### src/hdl/intc_regs.vh
`ifndef INTC_REGS_VH
`define INTC_REGS_VH

// request latch indices, 5 is highest priority
`define LAT_EXT_HIGH 3'h5
`define LAT_SERIAL 3'h4
`define LAT_CTR1 3'h3
`define LAT_CTR2 3'h2
`define LAT_TICK 3'h1
`define LAT_EXT_LOW 3'h0
`define LAT_COUNT 6

// source enable mask bit positions
`define MASK_SERIAL 3
`define MASK_CTR1 2
`define MASK_CTR2_TICK 1
`define MASK_EXT_LOW 0
`define MASK_RESET 4'h0

// entry address of the highest source and spacing
`define ENTRY_BASE 16'h0002
`define ENTRY_STEP 16'h0002
`define ENTRY_LOWEST 16'h000C

// core instruction codes seen by the controller
`define OP_NONE 3'h0
`define OP_ENABLE_CLEAR 3'h1
`define OP_DISABLE_CLEAR 3'h2
`define OP_CLEAR_ONLY 3'h3
`define OP_SWAP_MASK 3'h4
`define OP_RETURN 3'h5

// instruction cycles from end of instruction to acknowledge
`define ACK_DELAY_CYCLES 2'h2

`define LATCH_RESET 6'h00
`define MEF_RESET 1'b0

`endif

### src/hdl/prioritized_interrupt_controller.v
`timescale 1ns/1ps
`include "intc_regs.vh"

module prioritized_interrupt_controller (
    input wire ref_clk_i, // system clock 25 MHz
    input wire rst_i, // async reset, active high
    input wire ce_i, // clock enable, freezes all state when low
    input wire ext_request_high_i, // external high pin, falling edge
    input wire ext_request_low_i, // external low pin, falling edge
    input wire serial_done_request_i, // serial done pulse
    input wire counter1_overflow_request_i, // counter1 overflow pulse
    input wire counter2_overflow_request_i, // counter2 overflow pulse
    input wire interval_tick_request_i, // interval tick pulse
    input wire instr_cycle_i, // one pulse per instruction cycle
    input wire instr_end_i, // current instruction completes
    input wire op_valid_i, // instruction strobe from core
    input wire [2:0] op_code_i, // controller instruction code
    input wire [5:0] op_field_i, // latch hold/clear field
    input wire [3:0] acc_i, // accumulator value for mask swap
    output reg [3:0] acc_o, // old mask returned by swap
    output reg pending_o, // enabled request pending
    output reg [15:0] entry_addr_o, // entry of highest pending source
    output reg ack_busy_o, // acknowledge sequence running
    output reg push_o, // push program counter and flags
    output reg load_pc_o, // load entry_addr_o into program counter
    output reg status_set_o, // set status flag
    output reg pop_o, // pop program counter and flags
    output reg master_enable_o, // master enable flop
    output reg [3:0] source_enable_mask_o, // mask register
    output reg [5:0] request_latch_o // request latches
);

localparam ST_IDLE = 3'h0;
localparam ST_WAIT = 3'h1;
localparam ST_PUSH = 3'h2;
localparam ST_LOAD = 3'h3;
localparam ST_STATUS = 3'h4;
localparam ST_CLR_MEF = 3'h5;
localparam ST_CLR_LATCH = 3'h6;
localparam ST_POP = 3'h7;

reg [5:0] request_latch_reg;
reg [5:0] request_latch_next;
reg master_enable_flop_reg;
reg master_enable_flop_next;
reg [3:0] source_enable_mask_reg;
reg [3:0] source_enable_mask_next;
reg [2:0] state_reg;
reg [2:0] state_next;
reg [1:0] wait_reg;
reg [1:0] wait_next;
reg [2:0] taken_reg;
reg [2:0] taken_next;
reg [15:0] taken_entry_reg;
reg [15:0] taken_entry_next;
reg ret_pend_reg;
reg ret_pend_next;

wire [1:0] ext_fall;
wire [1:0] ext_pin;
wire [5:0] hw_set;
wire [5:0] enabled;
wire pick_any;
wire [2:0] pick_index;
wire [15:0] pick_entry;

assign ext_pin = {ext_request_high_i, ext_request_low_i};

genvar g;
generate
    for (g = 0; g < 2; g = g + 1) begin : g_ext
        pin_fall_detect u_fall (
            .ref_clk_i(ref_clk_i),
            .rst_i(rst_i),
            .ce_i(ce_i),
            .pin_i(ext_pin[g]),
            .fall_o(ext_fall[g])
        );
    end
endgenerate

// hardware set sources per latch
assign hw_set = {ext_fall[1], serial_done_request_i, counter1_overflow_request_i,
                 counter2_overflow_request_i, interval_tick_request_i, ext_fall[0]};

function [5:0] gate_sources;
    input [5:0] lat;
    input mef;
    input [3:0] mask;
    begin
        gate_sources[`LAT_EXT_HIGH] = lat[`LAT_EXT_HIGH] & mef;
        gate_sources[`LAT_SERIAL] = lat[`LAT_SERIAL] & mef & mask[`MASK_SERIAL];
        gate_sources[`LAT_CTR1] = lat[`LAT_CTR1] & mef & mask[`MASK_CTR1];
        gate_sources[`LAT_CTR2] = lat[`LAT_CTR2] & mef & mask[`MASK_CTR2_TICK];
        gate_sources[`LAT_TICK] = lat[`LAT_TICK] & mef & mask[`MASK_CTR2_TICK];
        gate_sources[`LAT_EXT_LOW] = lat[`LAT_EXT_LOW] & mef & mask[`MASK_EXT_LOW];
    end
endfunction

assign enabled = gate_sources(request_latch_reg, master_enable_flop_reg, source_enable_mask_reg);

priority_pick u_pick (
    .req_i(enabled),
    .any_o(pick_any),
    .index_o(pick_index),
    .entry_o(pick_entry)
);

wire op_take = op_valid_i;
wire op_latch_clear = op_take & ((op_code_i == `OP_ENABLE_CLEAR) |
                                 (op_code_i == `OP_DISABLE_CLEAR) |
                                 (op_code_i == `OP_CLEAR_ONLY));

always @* begin
    request_latch_next = request_latch_reg;
    master_enable_flop_next = master_enable_flop_reg;
    source_enable_mask_next = source_enable_mask_reg;
    state_next = state_reg;
    wait_next = wait_reg;
    taken_next = taken_reg;
    taken_entry_next = taken_entry_reg;
    ret_pend_next = ret_pend_reg;

    // field zero clears, one holds; no instruction sets a latch
    if (op_latch_clear) begin
        request_latch_next = request_latch_next & op_field_i;
    end
    if (op_take && op_code_i == `OP_ENABLE_CLEAR) begin
        master_enable_flop_next = 1'b1;
    end
    if (op_take && op_code_i == `OP_DISABLE_CLEAR) begin
        master_enable_flop_next = 1'b0;
    end
    if (op_take && op_code_i == `OP_SWAP_MASK) begin
        source_enable_mask_next = acc_i;
    end
    if (op_take && op_code_i == `OP_RETURN) begin
        ret_pend_next = 1'b1;
    end

    case (state_reg)
        ST_IDLE: begin
            if (ret_pend_reg) begin
                state_next = ST_POP;
            end else if (instr_end_i && pick_any) begin
                state_next = ST_WAIT;
                wait_next = `ACK_DELAY_CYCLES;
            end
        end
        ST_WAIT: begin
            if (!pick_any) begin
                state_next = ST_IDLE;
            end else if (instr_cycle_i) begin
                if (wait_reg == 2'h1) begin
                    state_next = ST_PUSH;
                    taken_next = pick_index;
                    taken_entry_next = pick_entry;
                end
                wait_next = wait_reg - 2'h1;
            end
        end
        ST_PUSH: begin
            state_next = ST_LOAD;
        end
        ST_LOAD: begin
            state_next = ST_STATUS;
        end
        ST_STATUS: begin
            state_next = ST_CLR_MEF;
        end
        ST_CLR_MEF: begin
            master_enable_flop_next = 1'b0;
            state_next = ST_CLR_LATCH;
        end
        ST_CLR_LATCH: begin
            request_latch_next[taken_reg] = 1'b0;
            state_next = ST_IDLE;
        end
        ST_POP: begin
            master_enable_flop_next = 1'b1;
            ret_pend_next = 1'b0;
            state_next = ST_IDLE;
        end
        default: begin
            state_next = ST_IDLE;
        end
    endcase

    // a hardware request in the same cycle as a clear is kept
    request_latch_next = request_latch_next | hw_set;
end

always @(posedge ref_clk_i or posedge rst_i) begin
    if (rst_i) begin
        request_latch_reg <= `LATCH_RESET;
        master_enable_flop_reg <= `MEF_RESET;
        source_enable_mask_reg <= `MASK_RESET;
        state_reg <= ST_IDLE;
        wait_reg <= 2'h0;
        taken_reg <= 3'h0;
        taken_entry_reg <= 16'h0000;
        ret_pend_reg <= 1'b0;
        acc_o <= 4'h0;
        pending_o <= 1'b0;
        entry_addr_o <= 16'h0000;
        ack_busy_o <= 1'b0;
        push_o <= 1'b0;
        load_pc_o <= 1'b0;
        status_set_o <= 1'b0;
        pop_o <= 1'b0;
        master_enable_o <= 1'b0;
        source_enable_mask_o <= 4'h0;
        request_latch_o <= 6'h00;
    end else if (ce_i) begin
        request_latch_reg <= request_latch_next;
        master_enable_flop_reg <= master_enable_flop_next;
        source_enable_mask_reg <= source_enable_mask_next;
        state_reg <= state_next;
        wait_reg <= wait_next;
        taken_reg <= taken_next;
        taken_entry_reg <= taken_entry_next;
        ret_pend_reg <= ret_pend_next;
        if (op_take && op_code_i == `OP_SWAP_MASK) begin
            acc_o <= source_enable_mask_reg;
        end
        pending_o <= pick_any;
        entry_addr_o <= (state_next == ST_IDLE || state_next == ST_WAIT) ? pick_entry : taken_entry_next;
        ack_busy_o <= (state_next != ST_IDLE) && (state_next != ST_POP);
        push_o <= (state_next == ST_PUSH);
        load_pc_o <= (state_next == ST_LOAD);
        status_set_o <= (state_next == ST_STATUS);
        pop_o <= (state_next == ST_POP);
        master_enable_o <= master_enable_flop_next;
        source_enable_mask_o <= source_enable_mask_next;
        request_latch_o <= request_latch_next;
    end
end

endmodule // prioritized_interrupt_controller

### src/hdl/pin_fall_detect.v
`timescale 1ns/1ps
`include "intc_regs.vh"

module pin_fall_detect (
    input wire ref_clk_i, // system clock
    input wire rst_i, // async reset, active high
    input wire ce_i, // clock enable
    input wire pin_i, // raw pin level from outside
    output reg fall_o // one-cycle pulse on falling edge
);

reg sync1_reg;
reg sync2_reg;
reg last_reg;

always @(posedge ref_clk_i or posedge rst_i) begin
    if (rst_i) begin
        sync1_reg <= 1'b1;
        sync2_reg <= 1'b1;
        last_reg <= 1'b1;
        fall_o <= 1'b0;
    end else if (ce_i) begin
        sync1_reg <= pin_i;
        sync2_reg <= sync1_reg;
        last_reg <= sync2_reg;
        fall_o <= last_reg & ~sync2_reg;
    end
end

endmodule // pin_fall_detect

### src/hdl/priority_pick.v
`timescale 1ns/1ps
`include "intc_regs.vh"

module priority_pick (
    input wire [5:0] req_i, // enabled pending latches
    output reg any_o, // at least one request
    output reg [2:0] index_o, // highest pending index
    output reg [15:0] entry_o // entry address of that index
);

integer k;

// lowest index first so the highest set bit wins
always @* begin
    any_o = 1'b0;
    index_o = 3'h0;
    for (k = 0; k < `LAT_COUNT; k = k + 1) begin
        if (req_i[k]) begin
            any_o = 1'b1;
            index_o = k[2:0];
        end
    end
    entry_o = `ENTRY_BASE + `ENTRY_STEP * {13'h0000, `LAT_EXT_HIGH - index_o};
end

endmodule // priority_pick

### config.mk
export PLATFORM = sky130hd
export DESIGN_NAME = prioritized_interrupt_controller
export DESIGN_NICKNAME = d
export VERILOG_FILES = /design/src/hdl/prioritized_interrupt_controller.v /design/src/hdl/pin_fall_detect.v /design/src/hdl/priority_pick.v
export VERILOG_INCLUDE_DIRS = /design/src /design/src/hdl
export SDC_FILE = /design/constraint.sdc
export NUM_CORES = 1
export LEC_CHECK = 0
export BUFFER_PORTS_ARGS = -buffer_cell sky130_fd_sc_hd__buf_2
export CAP_MARGIN = 20
export CORE_ASPECT_RATIO = 0.75
export CORE_UTILIZATION = 30
export CTS_CLUSTER_SIZE = 30
export DETAILED_ROUTE_END_ITERATION = 10
export GPL_TIMING_DRIVEN = 0
export REMOVE_ABC_BUFFERS = 1
export SKIP_CTS_REPAIR_TIMING = 1
export SLEW_MARGIN = 20
export SYNTH_ARGS = -nofsm -noshare
export SYNTH_HDL_FRONTEND = slang
export SYNTH_SLANG_ARGS = --single-unit
### constraint.sdc
create_clock -name ref_clk_i -period 2.45 [get_ports ref_clk_i]
set_input_delay 0.245 -clock ref_clk_i [delete_from_list [all_inputs] [get_ports ref_clk_i]]
set_output_delay 0.245 -clock ref_clk_i [all_outputs]
set_load 0.05 [all_outputs]
==> impl_metrics.env <==
export IMPL_area_growth_pct=24.7
export IMPL_ys_flop_type="dfrtp_1"
export IMPL_reg2regPathDepth=4
export IMPL_status="complete, no violations"
export IMPL_start_util=0.309
export IMPL_hp_start="acc_i[3]"
export IMPL_synth_cell_types=54
export IMPL_cp_end_kind="flop"
export IMPL_die_h_um=91.2
export IMPL_dpl_instance_area_um2=3620
export IMPL_max_slew_margin=0.478
export IMPL_fin_ws_ns=0.543
export IMPL_layout_common_cells="dfrtp_1 (64), buf_2 (60), nand2_1 (27)"
export IMPL_path_max_fanout=20
export IMPL_grt_util_all_layers=0.136
export IMPL_layout_drive_gt1_share=0.312
export IMPL_ir_worst_vdd_mv=0.484
export IMPL_dr_pass1_iters=4
export IMPL_drt_wl_total_mm=6.78
export IMPL_critPathArrivalTime_ns=2.12
export IMPL_stdcell_area_um2=3970
export IMPL_cp_required_ns=2.67
export IMPL_dp_slack_ns=0.489
export IMPL_gp_congestion=0.750
export IMPL_antenna_found_initial=0
export IMPL_reg2reg_to="taken_entry_reg[1]"
export IMPL_drt_iter0_markers=109
export IMPL_die_w_um=121
export IMPL_r2r_start="source_enable_mask_reg[1]"
export IMPL_clk_latency_ns=0.33
export IMPL_synth_edf_count=0
export IMPL_p_total_mw=4.18
export IMPL_hp_class="in -> reg"
export IMPL_cts_buffers=9
export IMPL_fin_skew_ns=0.00666
export IMPL_finalCritPeriodShare=0.778
export IMPL_clock_fmax_mhz=524
export IMPL_synth_seq_area_share=0.552
export IMPL_drv_slew=0
export IMPL_maxCapViolations=0
export IMPL_io_buffers=61
export IMPL_yosys_warnings=0
export IMPL_io_pins=62
export IMPL_r2r_slack_ns=0.54
export IMPL_num_vias=2313
export IMPL_layout_commonest_cell="dfrtp_1"
export IMPL_core_area_um2=10300
export IMPL_synth_avg_cell_area_um2=10.9
export IMPL_seqCellArea_um2=1760
export IMPL_whs_path_depth=2
export IMPL_route_detailed_drc=0
export IMPL_dieArea_um2=11000
export IMPL_diodes=0
export IMPL_clock_sinks=70
export IMPL_hold_violations=0
export IMPL_nets=379
export IMPL_num_rows=32
export IMPL_setup_viol=0
export IMPL_grt_ovfl_total=0
export IMPL_post_route_min_period_ns=1.91
export IMPL_leakagePower_nw=1.86
export IMPL_holdPathEnd="source_enable_mask_reg[3]"
export IMPL_crit_type="reg -> reg"
export IMPL_ys_async_sr_fraction=1.00
export IMPL_viasPerCell=4.70
export IMPL_wl_per_cell_um=13.8
export IMPL_ys_seq_elements=70
export IMPL_p_per_area_nw_per_um2=1050
export IMPL_cts_root_buf="clkbuf_16"
export IMPL_syn_area_um2=3180
export IMPL_final_antenna_net_count=0
export IMPL_rsz0062_at_grt="false"
export IMPL_fill_cells=1028
export IMPL_clockBufferDepth=2
export IMPL_multi_input_area_um2=1270
export IMPL_dp_hpwl_mm=4.57
export IMPL_grt_pass1_wl_mm=11.5
export IMPL_tightest_slew_ns=0.782
export IMPL_grt_max_degree=75
export IMPL_fin_hold_ws_ns=0.143
export IMPL_cts_tree="yes"
export IMPL_synth_cells=292
export IMPL_ctsHtreeMaxLevel=3
export IMPL_critPathLaunchType="flop"
export IMPL_grt_pass1_vias=2215
export IMPL_path_clk_slew_ns=0.06
-- routing by layer --
metal | track usage | part of all wire | up-vias
li1 | - | - | 1152
met4 | 0.0432 | 0.0066 | 0
met1 | 0.194 | 0.52 | 1113
met2 | 0.185 | 0.43 | 44
met3 | 0.0553 | 0.046 | 4
met5 | 0 | 0 | -
-- synth_stat cells (all sizes together) (2+ instances only) --
library cell	instances	area, um^2
and3	2	12.5
and2	14	87.6
nand3b	3	22.5
o32ai	3	26.3
mux2i	2	20.0
nand3	14	70.1
o21ai	26	130
buf	8	41.3
o22ai	2	12.5
nand4b	3	26.3
nor3	8	51.3
nand2	27	101
nor2	14	55.1
a22o	8	80.1
dfstp	6	158
a21oi	2	13.8
nor4b	2	17.5
o31ai	3	22.5
mux2	16	184
clkbuf	7	26.3
a31oi	4	25.0
nor3b	2	20.0
ha	3	37.5
inv	22	82.6
dfrtp	64	1600
a21o	5	37.5
nand2b	5	31.3
-- power by group --
| part | switching (mW) | total, mW | internal (mW) |
|---|---|---|---|
| clock network | 0.468 | 1.44 | 0.973 |
| registers | 0.214 | 1.57 | 1.35 |
| logic | 0.810 | 1.18 | 0.365 |
| total | 1.49 | 4.18 | 2.69 |
-- worst max-delay path by stage --
stage / startpoint / end / slack (ns) / depth (start not counted)
2_1_floorplan: rst_i / acc_o[0] / 0.45 / 1
3_3_place_gp: rst_i / pop_o / -0.52 / 2
3_5_place_dp: ce_i / acc_o[2] / 0.49 / 4
4_1_cts: source_enable_mask_reg[1] / taken_entry_reg[1] / 0.48 / 4
5_1_grt: source_enable_mask_reg[1] / taken_reg[0] / 0.37 / 4
6_report: source_enable_mask_reg[1] / taken_entry_reg[1] / 0.54 / 4
-- worst max-delay path, cell delays in order, from the launching register on --
cell      delay [ns]
dfrtp_1         0.45
a22o_4          0.31
o311ai_4        0.70
nor2_1          0.15
a21o_1          0.18
-- metrics by stage --
| step | utilization | setup TNS [ns] | instances |
|---|---|---|---|
| global placement | 0.349 | -33.16 | 474 |
| global route | 0.386 | 0 | 492 |
| floorplan | - | 0 | 277 |
| finish | 0.386 | 0 | 492 |
| detailed placement | 0.352 | 0 | 475 |
| CTS | 0.385 | 0 | 491 |
-- final cells by class --
type | instances | area share
inverter | 22 | 0.0214
tap | 136 | 0.0429
clock buffer | 13 | 0.0681
sequential | 70 | 0.443
multi-input combinational | 185 | 0.321
clock inverter | 3 | 0.0164
timing repair buffer | 63 | 0.0870
-- kinds of logic after synthesis --
family / Yosys count / share of synthesized area
buf+inv: 37 / 0.0472
fa+ha+maj: 3 / 0.0118
xor+xnor: 1 / 0.00275
simple gates: 101 / 0.176
compound gates: 62 / 0.146
mux: 18 / 0.0640
flops: 70 / 0.552
Power figures use the tool's default switching activity.
